`config.mk`:
```
export PLATFORM = sky130hd
export DESIGN_NAME = mpp_port
export DESIGN_NICKNAME = d
export VERILOG_FILES = /design/src/rtl/mpp_pkg.sv /design/src/rtl/mpp_rx.sv /design/src/rtl/mpp_tx.sv /design/src/rtl/mpp_port.sv
export SDC_FILE = /design/constraint.sdc
export NUM_CORES = 1
export LEC_CHECK = 0
export ABC_AREA = 1
export BUFFER_PORTS_ARGS = -buffer_cell sky130_fd_sc_hd__buf_2
export CAP_MARGIN = 0
export CORE_MARGIN = 8
export CORE_UTILIZATION = 55
export DETAILED_ROUTE_END_ITERATION = 7
export GPL_TIMING_DRIVEN = 1
export HOLD_SLACK_MARGIN = 0.08
export MAX_ROUTING_LAYER = met4
export PLACE_DENSITY_LB_ADDON = 0.2
export REMOVE_ABC_BUFFERS = 1
export SETUP_SLACK_MARGIN = 0.15
export SLEW_MARGIN = 20
export SYNTH_ARGS = -nofsm -noshare
export SYNTH_HDL_FRONTEND = slang
export SYNTH_SLANG_ARGS = --single-unit
```
`constraint.sdc`:
```
create_clock -name sys_clk -period 5.1 [get_ports sys_clk]
set_clock_uncertainty 0.1 [all_clocks]
set_input_delay 0.255 -clock sys_clk [delete_from_list [all_inputs] [get_ports sys_clk]]
set_output_delay 0.255 -clock sys_clk [all_outputs]
set_load 0.01 [all_outputs]
```
`src/rtl/mpp_pkg.sv`:
```
// constants, encodings and helper functions of the manchester programming port
package mpp_pkg;

  localparam int unsigned CLK_FREQ_HZ       = 10_000_000;
  localparam int unsigned KEY_WINDOW_MS     = 500;
  // divide first: the product in hertz would overflow 32 bits
  localparam int unsigned KEY_WINDOW_CYCLES = CLK_FREQ_HZ / 1000 * KEY_WINDOW_MS;
  localparam int unsigned TIMER_W           = 23;

  // bit period counter; 12 bits hold 2500 cycles of the slowest 4 kbit/s link
  localparam int unsigned PERIOD_W          = 12;
  localparam logic [11:0] MIN_BIT_CYCLES    = 12'h004;
  localparam logic [11:0] MAX_BIT_CYCLES    = 12'hFFF;

  // bit counts after the sync pair; the ack frame count includes the sync pair
  localparam logic [5:0]  RD_FRAME_BITS     = 6'h11;
  localparam logic [5:0]  WR_FRAME_BITS     = 6'h31;
  localparam logic [5:0]  CNT_SATURATE      = 6'h3F;
  localparam logic [5:0]  ACK_FRAME_BITS    = 6'h25;
  localparam logic [1:0]  SYNC_PATTERN      = 2'h0;

  localparam logic [2:0]  CRC_PRESET        = 3'h7;
  localparam logic [2:0]  CRC_GOOD          = 3'h0;

  localparam logic [3:0]  CS_BCAST_NONE     = 4'h0;
  localparam logic [3:0]  CS_BCAST_ALL      = 4'hF;

  localparam logic [1:0]  FS_ALL            = 2'h0;
  localparam logic [1:0]  FS_LOW            = 2'h1;
  localparam logic [1:0]  FS_HIGH           = 2'h2;
  localparam logic [1:0]  FS_UNUSED         = 2'h3;
  localparam logic [31:0] MASK_ALL          = 32'hFFFF_FFFF;
  localparam logic [31:0] MASK_LOW          = 32'h0000_0FFF;
  localparam logic [31:0] MASK_HIGH         = 32'h03FF_F000;
  localparam logic [31:0] MASK_NONE         = 32'h0000_0000;

  localparam logic [1:0]  REGION_EEPROM     = 2'h0;
  localparam logic [1:0]  REGION_SHADOW     = 2'h1;
  localparam logic [1:0]  REGION_VOLATILE   = 2'h2;
  localparam logic [4:0]  FACTORY_LAST_ROW  = 5'h01;

  localparam logic [6:0]  KEY_ADDR          = 7'h79;
  localparam logic [31:0] KEY_DATA          = 32'hC41D_3432;

  localparam logic [2:0]  LOCK_NO_EE_WRITE  = 3'h3;
  localparam logic [2:0]  LOCK_SEALED       = 3'h5;
  localparam logic [2:0]  LOCK_READ_ONLY    = 3'h6;

  localparam logic [6:0]  MARGIN_DATA_ADDR  = 7'h41;
  localparam logic [6:0]  MARGIN_STAT_ADDR  = 7'h42;
  localparam logic [6:0]  MARGIN_CTRL_ADDR  = 7'h43;
  localparam int unsigned MARGIN_START_BIT  = 0;
  localparam int unsigned MARGIN_MODE_LSB   = 1;
  localparam logic [25:0] MARGIN_RESET      = 26'h000_0000;

  // shift-register form: running it over the crc bits too leaves zero
  function automatic logic [2:0] crc3_step(input logic [2:0] crc, input logic din);
    logic fb;
    fb = crc[2] ^ din;
    return {crc[1], crc[0] ^ fb, fb};
  endfunction : crc3_step

  function automatic logic [1:0] addr_region(input logic [6:0] addr);
    if (addr[6]) return REGION_VOLATILE;
    if (addr[5]) return REGION_SHADOW;
    return REGION_EEPROM;
  endfunction : addr_region

  function automatic logic [31:0] field_mask(input logic [1:0] fs);
    case (fs)
      FS_ALL:  return MASK_ALL;
      FS_LOW:  return MASK_LOW;
      FS_HIGH: return MASK_HIGH;
      default: return MASK_NONE;
    endcase
  endfunction : field_mask

endpackage : mpp_pkg

```
`src/rtl/mpp_rx.sv`:
```
// manchester receiver: measures the bit time on the sync pair and slices bits
`timescale 1ns/1ps
`default_nettype none
module mpp_rx (
  input  wire logic                        sys_clk,
  input  wire logic                        rstn,
  input  wire logic                        enable,
  input  wire logic                        line,
  output logic                             bit_stb,
  output logic                             bit_val,
  output logic                             frame_end,
  output logic [mpp_pkg::PERIOD_W-1:0]     bit_period
);

  typedef enum logic [1:0] {
    RX_IDLE = 2'b00,
    RX_MEAS = 2'b01,
    RX_RUN  = 2'b10
  } mpp_rx_state_t;

  mpp_rx_state_t                 state_reg;
  logic                          line_d_reg;
  logic [mpp_pkg::PERIOD_W:0]    cnt_reg;
  logic [mpp_pkg::PERIOD_W:0]    early;
  logic [mpp_pkg::PERIOD_W:0]    late;
  logic                          rise;
  logic                          fall;

  assign rise  = line & ~line_d_reg;
  assign fall  = ~line & line_d_reg;
  // mid-bit edges are expected 3/4..5/4 of a period after the previous one
  assign early = {1'b0, bit_period} - {3'b000, bit_period[mpp_pkg::PERIOD_W-1:2]};
  assign late  = {1'b0, bit_period} + {3'b000, bit_period[mpp_pkg::PERIOD_W-1:2]};

  always_ff @(posedge sys_clk or negedge rstn) begin
    if (!rstn) begin
      line_d_reg <= 1'b0;
    end else begin
      line_d_reg <= line;
    end
  end

  always_ff @(posedge sys_clk or negedge rstn) begin
    if (!rstn) begin
      state_reg  <= RX_IDLE;
      cnt_reg    <= '0;
      bit_period <= '0;
      bit_stb    <= 1'b0;
      bit_val    <= 1'b0;
      frame_end  <= 1'b0;
    end else begin
      bit_stb   <= 1'b0;
      frame_end <= 1'b0;
      if (!enable) begin
        state_reg <= RX_IDLE;
      end else begin
        case (state_reg)
          RX_IDLE: begin
            if (rise) begin
              cnt_reg   <= 13'h0001;
              state_reg <= RX_MEAS;
            end
          end
          // rise to rise spans one bit
          RX_MEAS: begin
            if (rise && cnt_reg[mpp_pkg::PERIOD_W-1:0] >= mpp_pkg::MIN_BIT_CYCLES) begin
              bit_period <= cnt_reg[mpp_pkg::PERIOD_W-1:0];
              cnt_reg    <= 13'h0001;
              state_reg  <= RX_RUN;
            end else if (cnt_reg[mpp_pkg::PERIOD_W-1:0] == mpp_pkg::MAX_BIT_CYCLES) begin
              state_reg <= RX_IDLE;
            end else begin
              cnt_reg <= cnt_reg + 13'h0001;
            end
          end
          RX_RUN: begin
            if ((rise || fall) && cnt_reg >= early) begin
              bit_stb <= 1'b1;
              bit_val <= fall;
              cnt_reg <= 13'h0001;
            end else if (cnt_reg >= late) begin
              frame_end <= 1'b1;
              state_reg <= RX_IDLE;
            end else begin
              cnt_reg <= cnt_reg + 13'h0001;
            end
          end
          default: state_reg <= RX_IDLE;
        endcase
      end
    end
  end

endmodule : mpp_rx
`default_nettype wire

```
`src/rtl/mpp_tx.sv`:
```
// manchester transmitter for the read acknowledge frame
`timescale 1ns/1ps
`default_nettype none
module mpp_tx (
  input  wire logic                        sys_clk,
  input  wire logic                        rstn,
  input  wire logic                        start,
  input  wire logic [36:0]                 frame,
  input  wire logic [mpp_pkg::PERIOD_W-1:0] half_period,
  output logic                             busy,
  output logic                             pin_out,
  output logic                             pin_oe
);

  logic [36:0]                  shift_reg;
  logic [5:0]                   left_reg;
  logic                         second_reg;
  logic [mpp_pkg::PERIOD_W-1:0] cnt_reg;

  always_ff @(posedge sys_clk or negedge rstn) begin
    if (!rstn) begin
      shift_reg  <= '0;
      left_reg   <= '0;
      second_reg <= 1'b0;
      cnt_reg    <= '0;
      busy       <= 1'b0;
      pin_out    <= 1'b0;
      pin_oe     <= 1'b0;
    end else if (start && !busy) begin
      shift_reg  <= frame;
      left_reg   <= mpp_pkg::ACK_FRAME_BITS;
      second_reg <= 1'b0;
      cnt_reg    <= half_period;
      busy       <= 1'b1;
      pin_out    <= frame[36];
      pin_oe     <= 1'b1;
    end else if (busy) begin
      if (cnt_reg > 12'h001) begin
        cnt_reg <= cnt_reg - 12'h001;
      end else begin
        cnt_reg <= half_period;
        if (!second_reg) begin
          second_reg <= 1'b1;
          pin_out    <= ~shift_reg[36];
        end else begin
          second_reg <= 1'b0;
          shift_reg  <= {shift_reg[35:0], 1'b0};
          left_reg   <= left_reg - 6'h01;
          if (left_reg == 6'h01) begin
            busy    <= 1'b0;
            pin_out <= 1'b0;
            pin_oe  <= 1'b0;
          end else begin
            pin_out <= shift_reg[35];
          end
        end
      end
    end
  end

endmodule : mpp_tx
`default_nettype wire

```
`src/rtl/mpp_port.sv`:
```
// command interpreter of the manchester programming port
`timescale 1ns/1ps
`default_nettype none
// Summary of operation
// - falling mid-bit is one, rising is zero
// - bit time from controller, reply same rate
// - sync, rw, cs, fs, address, data, crc
// - unlock key frame carries 32 data bits
// - read frame: address then crc, no data
// - two zero sync bits measure bit time
// - chip select bit per die, 0000/1111 broadcast
// - field select whole, low or high part
// - address ranges: eeprom, shadow, volatile
// - data word is 26 bits plus 6 ecc
// - crc skips the sync bits
// - crc polynomial x3+x+1 preset 111
// - last three bits are crc, checked
// - unlock only within 500 ms of reset
// - key is address 0x79, data 0xC41D3432
// - after unlock factory rows read only
// - lock 0,1,2,4,7 give full access
// - lock 3 blocks eeprom writes only
// - lock 6 blocks all writes
// - lock 5 blocks reads and writes
// - margin start at 0x43, results 0x41/0x42
// - margin needs unlock, ones/zeros/both modes
// - margin fail gives no diagnostic output
// - never talks first, answers reads only
module mpp_port #(
  parameter int unsigned KEY_WINDOW_CYCLES = mpp_pkg::KEY_WINDOW_CYCLES
) (
  input  wire logic        sys_clk,
  input  wire logic        rstn,
  input  wire logic        prog_en,
  input  wire logic        prog_data_in,
  output logic             prog_data_out,
  output logic             prog_data_oe,
  input  wire logic [1:0]  die_addr,
  input  wire logic [2:0]  dev_lock,
  output logic             mem_req,
  output logic             mem_we,
  output logic [1:0]       mem_region,
  output logic [6:0]       mem_addr,
  output logic [31:0]      mem_wdata,
  output logic [31:0]      mem_wmask,
  input  wire logic [31:0] mem_rdata,
  output logic             margin_start,
  output logic [1:0]       margin_mode,
  input  wire logic        margin_done,
  input  wire logic [25:0] margin_result_data,
  input  wire logic [25:0] margin_result_status,
  output logic             unlocked,
  output logic             key_window_open
);

  typedef enum logic [2:0] {
    ST_LISTEN  = 3'b000,
    ST_DECODE  = 3'b001,
    ST_RD_WAIT = 3'b010,
    ST_RD_CAP  = 3'b011,
    ST_GAP     = 3'b100,
    ST_SEND    = 3'b101
  } mpp_state_t;

  mpp_state_t                   state_reg;
  logic [1:0]                   en_sync_reg;
  logic [1:0]                   din_sync_reg;
  logic [48:0]                  frm_reg;
  logic [5:0]                   cnt_reg;
  logic [2:0]                   crc_reg;
  logic [mpp_pkg::TIMER_W-1:0]  timer_reg;
  logic [25:0]                  margin_ctrl_reg;
  logic [25:0]                  margin_data_reg;
  logic [25:0]                  margin_stat_reg;
  logic [31:0]                  ack_data_reg;
  logic [31:0]                  rd_mask_reg;
  logic [mpp_pkg::PERIOD_W:0]   gap_reg;
  logic                         tx_start_reg;

  logic                         rx_enable;
  logic                         rx_bit_stb;
  logic                         rx_bit_val;
  logic                         rx_frame_end;
  logic [mpp_pkg::PERIOD_W-1:0] rx_period;
  logic                         tx_busy;

  logic                         is_rd;
  logic                         is_wr;
  logic [3:0]                   f_cs;
  logic [1:0]                   f_fs;
  logic [6:0]                   f_addr;
  logic [31:0]                  f_data;
  logic [31:0]                  f_mask;
  logic                         cs_hit;
  logic                         frame_ok;
  logic                         key_hit;
  logic                         factory_row;
  logic                         wr_ok;
  logic                         rd_ok;
  logic                         margin_addr;
  logic                         do_write;
  logic                         do_margin_wr;
  logic                         do_read;

  function automatic logic [2:0] crc3_word(input logic [31:0] word);
    logic [2:0] c;
    c = mpp_pkg::CRC_PRESET;
    for (int i = 31; i >= 0; i--) begin
      c = mpp_pkg::crc3_step(c, word[i]);
    end
    return c;
  endfunction : crc3_word

  // pins come from outside the clock domain
  always_ff @(posedge sys_clk or negedge rstn) begin
    if (!rstn) begin
      en_sync_reg  <= 2'h0;
      din_sync_reg <= 2'h0;
    end else begin
      en_sync_reg  <= {en_sync_reg[0], prog_en};
      din_sync_reg <= {din_sync_reg[0], prog_data_in};
    end
  end

  assign rx_enable = en_sync_reg[1] && (state_reg == ST_LISTEN);

  mpp_rx u_rx (
    .sys_clk    (sys_clk),
    .rstn       (rstn),
    .enable     (rx_enable),
    .line       (din_sync_reg[1]),
    .bit_stb    (rx_bit_stb),
    .bit_val    (rx_bit_val),
    .frame_end  (rx_frame_end),
    .bit_period (rx_period)
  );

  always_ff @(posedge sys_clk or negedge rstn) begin
    if (!rstn) begin
      timer_reg       <= '0;
      key_window_open <= 1'b1;
    end else if (key_window_open) begin
      timer_reg <= timer_reg + 23'h00_0001;
      if (timer_reg == KEY_WINDOW_CYCLES[mpp_pkg::TIMER_W-1:0] - 23'h00_0001) begin
        key_window_open <= 1'b0;
      end
    end
  end

  always_ff @(posedge sys_clk or negedge rstn) begin
    if (!rstn) begin
      frm_reg <= '0;
      cnt_reg <= '0;
      crc_reg <= mpp_pkg::CRC_PRESET;
    end else if (!rx_enable) begin
      cnt_reg <= '0;
      crc_reg <= mpp_pkg::CRC_PRESET;
    end else if (rx_bit_stb) begin
      frm_reg <= {frm_reg[47:0], rx_bit_val};
      crc_reg <= mpp_pkg::crc3_step(crc_reg, rx_bit_val);
      if (cnt_reg != mpp_pkg::CNT_SATURATE) begin
        cnt_reg <= cnt_reg + 6'h01;
      end
    end
  end

  always_comb begin
    is_rd = (cnt_reg == mpp_pkg::RD_FRAME_BITS) && frm_reg[16];
    is_wr = (cnt_reg == mpp_pkg::WR_FRAME_BITS) && !frm_reg[48];
    if (is_rd) begin
      f_cs   = frm_reg[15:12];
      f_fs   = frm_reg[11:10];
      f_addr = frm_reg[9:3];
    end else begin
      f_cs   = frm_reg[47:44];
      f_fs   = frm_reg[43:42];
      f_addr = frm_reg[41:35];
    end
    f_data = frm_reg[34:3];
    f_mask = mpp_pkg::field_mask(f_fs);
    cs_hit = (f_cs == mpp_pkg::CS_BCAST_NONE) || (f_cs == mpp_pkg::CS_BCAST_ALL) ||
             f_cs[die_addr];
    // crc over crc bits leaves zero
    frame_ok = (is_rd || is_wr) && cs_hit && (crc_reg == mpp_pkg::CRC_GOOD);
    // address and data form the key
    key_hit  = frame_ok && is_wr && (f_addr == mpp_pkg::KEY_ADDR) &&
               (f_data == mpp_pkg::KEY_DATA);
    factory_row = !f_addr[6] && (f_addr[4:0] <= mpp_pkg::FACTORY_LAST_ROW);
    wr_ok = unlocked && !factory_row;
    case (dev_lock)
      mpp_pkg::LOCK_NO_EE_WRITE: wr_ok = wr_ok &&
        (mpp_pkg::addr_region(f_addr) != mpp_pkg::REGION_EEPROM);
      mpp_pkg::LOCK_READ_ONLY:   wr_ok = 1'b0;
      mpp_pkg::LOCK_SEALED:      wr_ok = 1'b0;
      default:                   wr_ok = wr_ok;
    endcase
    rd_ok       = (dev_lock != mpp_pkg::LOCK_SEALED);
    margin_addr = (f_addr == mpp_pkg::MARGIN_DATA_ADDR) ||
                  (f_addr == mpp_pkg::MARGIN_STAT_ADDR) ||
                  (f_addr == mpp_pkg::MARGIN_CTRL_ADDR);
    // bad frames and fs 3 drop out here
    do_write     = frame_ok && is_wr && !key_hit && (f_fs != mpp_pkg::FS_UNUSED) && wr_ok;
    // margin control needs unlock via wr_ok
    do_margin_wr = do_write && (f_addr == mpp_pkg::MARGIN_CTRL_ADDR);
    do_read      = frame_ok && is_rd && (f_fs != mpp_pkg::FS_UNUSED) && rd_ok;
  end

  // key counts only inside the window
  always_ff @(posedge sys_clk or negedge rstn) begin
    if (!rstn) begin
      unlocked <= 1'b0;
    end else if (state_reg == ST_DECODE && key_hit && key_window_open) begin
      unlocked <= 1'b1;
    end
  end

  // region decode on the memory port
  always_ff @(posedge sys_clk or negedge rstn) begin
    if (!rstn) begin
      mem_req    <= 1'b0;
      mem_we     <= 1'b0;
      mem_region <= mpp_pkg::REGION_EEPROM;
      mem_addr   <= '0;
      mem_wdata  <= '0;
      mem_wmask  <= '0;
    end else begin
      mem_req <= 1'b0;
      if (state_reg == ST_DECODE && !margin_addr && (do_write || do_read)) begin
        mem_req    <= 1'b1;
        mem_we     <= do_write;
        mem_region <= mpp_pkg::addr_region(f_addr);
        mem_addr   <= f_addr;
        mem_wdata  <= f_data;
        mem_wmask  <= f_mask;
      end
    end
  end

  always_ff @(posedge sys_clk or negedge rstn) begin
    if (!rstn) begin
      margin_ctrl_reg <= mpp_pkg::MARGIN_RESET;
      margin_start    <= 1'b0;
    end else begin
      margin_start <= 1'b0;
      // a new start beats a done in the same cycle
      if (state_reg == ST_DECODE && do_margin_wr) begin
        margin_ctrl_reg <= (margin_ctrl_reg & ~f_mask[25:0]) | (f_data[25:0] & f_mask[25:0]);
        margin_start    <= f_data[mpp_pkg::MARGIN_START_BIT] &&
                           f_mask[mpp_pkg::MARGIN_START_BIT];
      end else if (margin_done) begin
        margin_ctrl_reg[mpp_pkg::MARGIN_START_BIT] <= 1'b0;
      end
    end
  end

  // 0 both, 1 ones only, 2 zeros only
  assign margin_mode = margin_ctrl_reg[mpp_pkg::MARGIN_MODE_LSB +: 2];

  // failures only land in the result words
  always_ff @(posedge sys_clk or negedge rstn) begin
    if (!rstn) begin
      margin_data_reg <= mpp_pkg::MARGIN_RESET;
      margin_stat_reg <= mpp_pkg::MARGIN_RESET;
    end else if (margin_done) begin
      margin_data_reg <= margin_result_data;
      margin_stat_reg <= margin_result_status;
    end
  end

  // command sequencing and acknowledge assembly
  always_ff @(posedge sys_clk or negedge rstn) begin
    if (!rstn) begin
      state_reg    <= ST_LISTEN;
      ack_data_reg <= '0;
      rd_mask_reg  <= '0;
      gap_reg      <= '0;
      tx_start_reg <= 1'b0;
    end else begin
      tx_start_reg <= 1'b0;
      case (state_reg)
        ST_LISTEN: begin
          if (rx_frame_end) begin
            state_reg <= ST_DECODE;
          end
        end
        ST_DECODE: begin
          rd_mask_reg <= f_mask;
          gap_reg     <= {1'b0, rx_period};
          if (!do_read) begin
            state_reg <= ST_LISTEN;
          end else if (f_addr == mpp_pkg::MARGIN_DATA_ADDR) begin
            ack_data_reg <= {6'h00, margin_data_reg} & f_mask;
            state_reg    <= ST_GAP;
          end else if (f_addr == mpp_pkg::MARGIN_STAT_ADDR) begin
            ack_data_reg <= {6'h00, margin_stat_reg} & f_mask;
            state_reg    <= ST_GAP;
          end else if (f_addr == mpp_pkg::MARGIN_CTRL_ADDR) begin
            ack_data_reg <= {6'h00, margin_ctrl_reg} & f_mask;
            state_reg    <= ST_GAP;
          end else begin
            state_reg <= ST_RD_WAIT;
          end
        end
        ST_RD_WAIT: begin
          state_reg <= ST_RD_CAP;
        end
        ST_RD_CAP: begin
          ack_data_reg <= mem_rdata & rd_mask_reg;
          state_reg    <= ST_GAP;
        end
        ST_GAP: begin
          // one idle bit lets the controller release the line
          if (gap_reg <= 13'h0001) begin
            tx_start_reg <= 1'b1;
            state_reg    <= ST_SEND;
          end else begin
            gap_reg <= gap_reg - 13'h0001;
          end
        end
        ST_SEND: begin
          // receiver stays off during the reply
          if (!tx_busy && !tx_start_reg) begin
            state_reg <= ST_LISTEN;
          end
        end
        default: state_reg <= ST_LISTEN;
      endcase
    end
  end

  mpp_tx u_tx (
    .sys_clk     (sys_clk),
    .rstn        (rstn),
    .start       (tx_start_reg),
    .frame       ({mpp_pkg::SYNC_PATTERN, ack_data_reg, crc3_word(ack_data_reg)}),
    .half_period ({1'b0, rx_period[mpp_pkg::PERIOD_W-1:1]}),
    .busy        (tx_busy),
    .pin_out     (prog_data_out),
    .pin_oe      (prog_data_oe)
  );

endmodule : mpp_port
`default_nettype wire

```
* Yosys cells after proc, flatten, opt, wreduce, memory -nomap -nowiden
Index checks and enable logic that the tools add are counted.
Word-level totals: flip-flop bits (word level) 412, output and inout port bits 82, word-level logic and storage cells 341
Operators by class: add/sub/neg operators 8, order comparisons 7, equal/unequal tests 42, mux-type cells 100, bitwise logic cells 78, reductions and logical operators 68
Operators with widths (number):
- $mux 37 | 4
- $mux 32 | 4
- $and 26x32->32 | 3
- $pmux 32 s3 | 1
- $mux 13 | 6
- $pmux 32 s2 | 1
- $xor 1x1->1 | 63
- $and 26x26->26 | 2
- $mux 1 | 43
- $mux 6 | 7
- $pmux 13 s3 | 1
- $mux 12 | 3
- $and 32x32->32 | 1
- $eq 32x32->1 const B | 1
- $eq 7x7->1 const B | 4
- $logic_and 1x1->1 | 28
- $mux 2 | 14
- $mux 3 | 9
- $ge 13x13->1 | 2
- $not 26->26 | 1
- $or 26x26->26 | 1
- $pmux 13 s2 | 1
- $add 23x1->23 const B | 1
- $eq 23x23->1 const B | 1
- 49 further kinds | 101

* Logic depth before layout (Yosys ltp)
Gate-level depths: netlist of run 1.
word-level depth 33, depth in mapped cells 39, mapped depth without buffers 38

* Cells and area by module
Synthesis of run 1 repeated with hierarchy kept, for this count alone.
Second synthesis, totals: cells, all modules 2542, area total of the unflattened synthesis 19566.3 µm²
Modules (own cells, without submodules):
- mpp_port | instances 1, cells each 1641, area an instance 13057.5 µm², sequential area each 6586.3 µm²
- mpp_rx | instances 1, cells each 480, area an instance 3349.5 µm², sequential area each 775.7 µm²
- mpp_tx | instances 1, cells each 421, area an instance 3159.3 µm², sequential area each 1476.4 µm²

* Least setup slack after synthesis of run 1
No wires, ideal clock.
kind reg-to-reg, start register u_rx.bit_period[4] (netlist bit), end register u_rx.cnt_reg[1] (netlist bit), library setup time 0.078 ns, data arrival time 4.013 ns, setup slack 0.910 ns, cell stages (with the launch flop) 24, clock period less this slack 4.190 ns, cells stage by stage dfrtp_1 inv_1 ha_1 inv_1 o31ai_1 a21oi_1 nor2_1 nor2_1 o21bai_1 a21oi_1 o31ai_1 xor2_1 ha_1 nand2_1 nor4_1 a2111oi_0 o21ai_0 nand2_1 nand2_1 or2_2 o211ai_1 clkbuf_1 a31oi_1 a21oi_1
On the way: longest elaborated chain between the ends 5, elaborated cells on any way between the ends 9, those cells by class add/sub (2); order compare (2); eq/ne (1); mux (2); reduce/logical (2)
RTL lines:
- start: declaration | line mpp_rx.sv:12 | output logic [mpp_pkg::PERIOD_W-1:0] bit_period
- start signal: assignment | line mpp_rx.sv:67 | bit_period <= cnt_reg[mpp_pkg::PERIOD_W-1:0];
- $sub 12x10->13 | line mpp_rx.sv:32 | assign early = {1'b0, bit_period} - {3'b000, bit_period[mpp_pkg::PERIOD_W-1:2]};
- $ge 13x13->1 | line mpp_rx.sv:77 | if ((rise || fall) && cnt_reg >= early) begin
- $logic_and 1x1->1 | line mpp_rx.sv:77
- $ne 3x2->1 (no line) or $mux 13 (tied branches)
- $reduce_and 5->1 (no line) or $pmux 13 s3 (tied branches)
- end signal: assignment | line mpp_rx.sv:73 | cnt_reg <= cnt_reg + 13'h0001;
- end signal: assignment | line mpp_rx.sv:85 | cnt_reg <= cnt_reg + 13'h0001;
- end: declaration | line mpp_rx.sv:23 | logic [mpp_pkg::PERIOD_W:0] cnt_reg;
Several ways; a longest one is shown, not always the timed one. A chain may end at the register's enable or synchronous reset.

* Final worst setup path of run 1
Ends and elaborated chain as after synthesis.

==> results.ini, run 1 <==
[floorplanning]
io-pin-count=176
design.core.area_um2=33400
die_area_um2=39900
die_x_um=200
rows=67
start_util_pct=55.6
dieHeight_um=200

[timing]
timing.final.hold_violations=0
rsz0062_at_grt=false
min_period_ps=4570
worstMarginPinSlew_ps=1090
period_share_pct=89.6
fmax_mhz=219
setup_tns_ps=0
setup-violations-final=0
drv_slew=0
relSlewSlack_pct=27.2

[flow_run]
max_cap_viol_count=0

[layout]
seqCellArea_um2=8840
synthToLayoutAreaGrowth_pct=17.4
fin_cells=2991
nFillCells=2860
nNetsFinal=2668
multiInputGateArea_um2=7990
largest_reg_flops=49
drive_gt1_share_pct=12.5

[cts]
htree_num_levels=2
cts_root_buf=clkbuf_16
clockBufferDepth=3
cts_setup_buffers=0
clkSinkCount=353
path_clk_slew_ps=60
clkLatencyLatePin_ps=550
cts_tree=built
numCtsBuffers=40

[synth]
async_reset_ff_share_pct=100
synth_top_area_cell=dfrtp_1
ys.flop_type=dfrtp_1
ys_ff_latch=353
ys_types=58
synth.yosys.seq_area_share_pct=47.6
synth_warnings=0
netlist_area_um2=18600
synthDominantCellAreaShare_pct=47.0
avgSynthCellArea_um2=8.05
yosys-top-cells-area=dfrtp_1 (47%), nand2_1 (11%), o21ai_0 (7.9%)
synth_edf_count=0
synthCells=2305

[global_routing]
grt_max_degree=122
grt_pass1_wl_um=79500
grt_pass1_vias=15800
grt_usage_pct=25.3
antenna_found_initial=6
overflow=0

[setup_path]
path_class=flop to flop
reg2reg_slack_ps=530
r2r_cells=23
crit-reg2reg-launch=u_rx.bit_period[4]
cp-start-kind=flop
worst_ep_required_time_ps=5450
setup.worst_path.end_class=flop
startpoint=u_rx.bit_period[4]
reg2reg_to=u_rx.cnt_reg[1]
critical_path.max_fanout=26
arrival_ps=4920

[route]
ant_nets=0
drcViolationCount=0
top_layer=met4
wl_met1_um=21900
wl_met3_um=2610
totalWireLength_um=49100
post_drt_wl_per_cell_um=16.4
first_pass_iters=6
first_iter_violations=1291
routed-wl-met2_um=22200
drt-vias-per-instance=5.41
vias=16200

[pwr]
p_leak_nw=10.8
irDropWorstVdd_mv=0.263
power_w=0.00592
power_density_nw_per_um2=272

[worst_hold_path]
worstHoldPathType=input pin to async pin

[placed_design]
place_congestion=0.897
portBuffers=175
dp_cells=2827
place_hpwl_um=33700

[outcome]
outcome=complete, no violations

-- per-stage QoR --
stage / area, um2 / utilization [%] / hold WS, ps / setup WS (ps)
floorplan: 18000 / - / -141 / 65.2
detailed placement: 19600 / 58.7 / 248 / 366
finish: 21800 / 65.3 / 245 / 530
global placement: 19600 / 58.7 / 239 / 545
global route: 21800 / 65.3 / 266 / 160
CTS: 21800 / 65.2 / 232 / 311
-- synthesized netlist by cell type, drive strengths merged (2+ instances only) --
cell	instances
xnor2	13
nand2	570
nor4	12
o21a	2
o31ai	8
buf	52
nand4	23
o22ai	8
fa	2
nand3b	9
a211oi	2
nor3b	2
a22oi	4
nor2	158
xor2	46
a31oi	61
o21bai	7
and2	2
nand3	89
a21o	2
o211ai	34
inv	313
clkbuf	64
ha	64
nor3	30
dfstp	4
o41ai	6
o21ai	294
a221oi	2
or2	4
dfrtp	349
a21oi	56
-- cells in the final DEF (no fill, tap or decap), types with 9 or more instances in the layout --
| cell | count |
|---|---|
| dlygate4sd3_1 | 87 |
| nor3_1 | 28 |
| xor2_1 | 46 |
| nand3b_1 | 9 |
| ha_1 | 64 |
| o21ai_0 | 292 |
| nor2_1 | 155 |
| a31oi_1 | 61 |
| clkinv_2 | 11 |
| nand2_1 | 538 |
| inv_1 | 309 |
| nor4_1 | 11 |
| clkbuf_16 | 41 |
| nand4_1 | 23 |
| nand3_1 | 86 |
| buf_4 | 13 |
| buf_2 | 173 |
| nand2_2 | 31 |
| xnor2_1 | 13 |
| o211ai_1 | 34 |
| dfrtp_1 | 348 |
| a21oi_1 | 56 |
-- per-layer routing --
layer	vias up	global-route usage (%)
li1	7890	-
met1	7638	33.9
met2	498	37.9
met3	145	3.72
met4	0	11.9
met5	-	-
-- report_power, final --
group	total, W	switching (W)	internal [W]
Sequential	0.00285	0.0000120	0.00284
Clock	0.00283	0.00118	0.00165
Combinational	0.000233	0.000141	0.0000929
-- worst max-delay path by stage --
stage	to	slack, ps	depth (start not counted)
floorplan	ack_data_reg[26]	70	16
global placement	u_rx.cnt_reg[1]	540	23
detailed placement	u_rx.cnt_reg[1]	370	23
CTS	u_rx.cnt_reg[1]	310	23
global route	u_rx.cnt_reg[12]	160	23
finish	u_rx.cnt_reg[1]	530	23
-- cell type report --
class | instances | share of cell area (%)
repair buffers | 277 | 8.72
flip-flops and latches | 353 | 40.6
well taps | 448 | 2.57
diodes | 6 | 0.0689
inverters | 313 | 5.39
clock buffers | 54 | 5.30
multi-input cells | 1523 | 36.7
clock inverters | 17 | 0.712
-- worst max-delay path, stage by stage (launching register included) --
cell	delay, ps
dfrtp_1	440
inv_1	90
ha_1	390
inv_1	120
o31ai_2	310
a21oi_1	100
nor2_1	100
nor2_1	70
o21bai_1	120
a21oi_1	110
o31ai_2	250
xor2_1	180
ha_1	250
nand2_1	100
nor4_1	60
a2111oi_1	500
o21ai_0	180
nand2_1	100
nand2_1	70
or2_2	290
o211ai_1	110
buf_6	230
a31oi_1	60
a21oi_1	140
-- cells by family (layout without fill, tap and decap cells) --
family,after synthesis,in the layout,share of synthesized area (%)
AOI/OAI and AO/OA,496,496,15.0
xor gates and xnor gates,59,59,2.78
adders and majority gates,66,66,4.53
buffers and inverters,429,661,9.52
DFF,353,353,47.6
muxes,1,1,0.0606
other,0,6,0
and+or+nand+nor,901,901,20.5
-- timing repair --
| item | 4_1_cts | 5_1_grt |
|---|---|---|
| gates resized for setup | 0 | 5 |
| hold buffers | 87 | 0 |
| hold endpoints to repair | 186 | 0 |
| endpoints found under the setup margin | 0 | 13 |
Power figures use the tool's default switching activity.
==> run 2: changes to the inputs <==
Settings changed: CORE_ASPECT_RATIO from default to 1.4.
==> run 2 against run 1 <==
Non-clock buffer count up 5; worst setup slack better by 57 ps; wire length increased by 1.5%; clock power shrank 8.8%; global-route usage up 0.73 points; critical path depth down 2; worst hold slack got worse by 9.3 ps; sequential share of layout area up 0.26 points; critical path type unchanged; highest routed layer unchanged.
==> results.ini, run 2 (same netlist as run 1, synthesis figures left out) <==
[setup_path]
path_common_cell=nand2_1
critical_path.max_fanout=7  ; was 26
startpoint=u_rx.bit_period[4]  ; unchanged
reg2reg_to=u_rx.cnt_reg[11]  ; was u_rx.cnt_reg[1]
cp-start-kind=flop  ; unchanged
critical_path.max_stage_delay_ps=460  ; was 500 ps
worst_ep_required_time_ps=5420  ; was 5450 ps
path_class=flop to flop  ; unchanged
crit_slowest_cell=dfrtp_1  ; was a2111oi_1
crit_chain=inv_1 > ha_1 > inv_1 > o31ai_2 > a21oi_1 > nor2_1 > nor2_1 > o21bai_1 > a21oi_1 > o31ai_2 > xor2_1 > ha_1 > nand2_1 > nor4_1 > a2111oi_1 > o21ai_0 > nand2_1 > nand2_1 > nand2_1 > inv_1 > o41ai_1  ; was inv_1 > ha_1 > inv_1 > o31ai_2 > a21oi_1 > nor2_1 > nor2_1 > o21bai_1 > a21oi_1 > o31ai_2 > xor2_1 > ha_1 > nand2_1 > nor4_1 > a2111oi_1 > o21ai_0 > nand2_1 > nand2_1 > or2_2 > o211ai_1 > buf_6 > a31oi_1 > a21oi_1
crit_end=u_rx.cnt_reg[11]  ; was u_rx.cnt_reg[1]
arrival_ps=4830  ; was 4920 ps
critPathBufInv=3  ; unchanged
setup.worst_path.end_class=flop  ; unchanged
reg2reg_slack_ps=590  ; was 530 ps
r2r_cells=21  ; was 23
path_delay_family=compound AO/OA/AOI/OAI gates  ; unchanged
crit-reg2reg-launch=u_rx.bit_period[4]  ; unchanged
path_depth=21  ; was 23

[route]
drt-vias-per-instance=5.46  ; was 5.41
totalWireLength_um=49800  ; was 49100 um
vias=16300  ; was 16200
post_drt_wl_per_cell_um=16.7  ; was 16.4 um
first_iter_violations=1146  ; was 1291
first_pass_iters=5  ; was 6
drcViolationCount=0  ; unchanged
ant_nets=0  ; unchanged

[layout]
nFillCells=2846  ; was 2860
nNetsFinal=2670  ; was 2668
mostFrequentLayoutCells=nand2_1 (538), dfrtp_1 (349), inv_1 (309), o21ai_0 (292), buf_2 (174)  ; was nand2_1 (538), dfrtp_1 (348), inv_1 (309), o21ai_0 (292), buf_2 (173)
fin_cells=2986  ; was 2991
largest_reg_flops=49  ; unchanged
synthToLayoutAreaGrowth_pct=16.6  ; was 17.4%
final_common_cell=nand2_1  ; unchanged
multiInputGateArea_um2=7990  ; unchanged
seqCellArea_um2=8840  ; about the same
drive_gt1_share_pct=12.0  ; was 12.5%

[pwr]
swShare_pct=22.5  ; about the same
p_comb_share_pct=4.1  ; was 3.9%
p_seq_share_pct=50.3  ; was 48.2%
clockPowerShare_pct=45.6  ; was 47.9%
irDropWorstVdd_mv=0.265  ; was 0.263 mV
p_leak_nw=10.7  ; was 10.8 nW
internal_power_w=0.00439  ; was 0.00458 W
power.switching_w=0.00128  ; was 0.00133 W
power_density_nw_per_um2=262  ; was 272 nW/um2

[floorplanning]
start_util_pct=55.9  ; was 55.6%
dieHeight_um=233  ; was 200 um
die_x_um=171  ; was 200 um
rows=79  ; was 67
io-pin-count=176  ; unchanged
die_area_um2=40000  ; was 39900 um2
design.core.area_um2=33200  ; was 33400 um2

[timing]
setup-violations-final=0  ; unchanged
period_share_pct=88.5  ; was 89.6%
timing.final.hold_violations=0  ; unchanged
relSlewSlack_pct=30.7  ; was 27.2%
fmax_mhz=222  ; was 219 MHz
setup_tns_ps=0  ; unchanged
worstMarginPinSlew_ps=1040  ; was 1090 ps
rsz0062_at_grt=false  ; unchanged
drv_slew=0  ; unchanged
min_period_ps=4510  ; was 4570 ps

[cts]
htree_num_levels=2  ; unchanged
clockBufferDepth=3  ; unchanged
path_clk_slew_ps=60  ; about the same
clkLatencyLatePin_ps=550  ; about the same
cts_root_buf=clkbuf_16  ; unchanged
cts_tree=built  ; unchanged
numCtsBuffers=37  ; was 40
clkSinkCount=353  ; unchanged

[placed_design]
place_congestion=0.950  ; was 0.897
place_hpwl_um=34100  ; was 33700 um
dp_cells=2829  ; was 2827
portBuffers=175  ; unchanged

[outcome]
outcome=complete, no violations  ; unchanged

[global_routing]
antenna_found_initial=6  ; unchanged
grt_pass1_wl_um=81600  ; was 79500 um
grt_usage_pct=26.1  ; was 25.3%
overflow=0  ; unchanged
grt_pass1_vias=16300  ; was 15800
grt_max_degree=123  ; was 122

[flow_run]
max_cap_viol_count=0  ; unchanged

[worst_hold_path]
worstHoldPathType=input pin to async pin  ; unchanged

run 2: worst min-delay path by stage:
stage	slack (ps)	cells after the start	end	startpoint
after floorplan	-140	0	async pin	rstn
after global placement	230	0	din_sync_reg[1]	din_sync_reg[0]
final	240	2	u_tx.shift_reg[32]	rstn
after detailed placement	240	0	en_sync_reg[1]	en_sync_reg[0]
after global routing	260	0	en_sync_reg[1]	en_sync_reg[0]
after CTS	240	2	en_sync_reg[0]	prog_en
run 2: metal layers:
metal	GRT usage [%]	wire length (um)	vias to the layer above
li1	-	-	7877
met1	32.2	21300	7808
met2	42.1	24000	475
met3	3.53	2280	140
met4	12.0	2210	0
met5	-	0	-
run 2: layout make-up:
class	instances	area share, %
Sequential cell	353	40.8
Multi-Input combinational cell	1523	36.9
Timing Repair Buffer	282	8.94
Inverter	313	5.43
Clock buffer	58	4.96
Tap cell	445	2.57
Clock inverter	6	0.295
Antenna cell	6	0.0694
run 2: stage by stage:
stage               power (W)  utilization, %  area, um2  hold slack (ps)  setup slack, ps
floorplan             0.00294               -      18000             -141             65.2
global placement      0.00307            59.0      19600              233              606
detailed placement    0.00308            59.0      19600              237              439
CTS                   0.00571            65.1      21600              243              399
global route          0.00585            65.2      21600              257              171
finish                0.00567            65.2      21600              235              587
run 2: what timing repair did:
| item | 4_1_cts | 5_1_grt |
|---|---|---|
| endpoints found under the setup margin | 0 | 13 |
| endpoints found under the hold margin | 183 | 0 |
| hold buffers | 87 | 0 |
| resized for setup | 0 | 4 |
| setup buffers | 0 | 0 |
run 2: power by group through the flow:
stage	clock network, W	logic [W]	registers (W)
finish	0.00258	0.000235	0.00285
global route	0.00274	0.000263	0.00285
CTS	0.00263	0.000229	0.00285
detailed placement	0	0.000175	0.00290
global placement	0	0.000172	0.00290
floorplan	0	0.0000434	0.00290
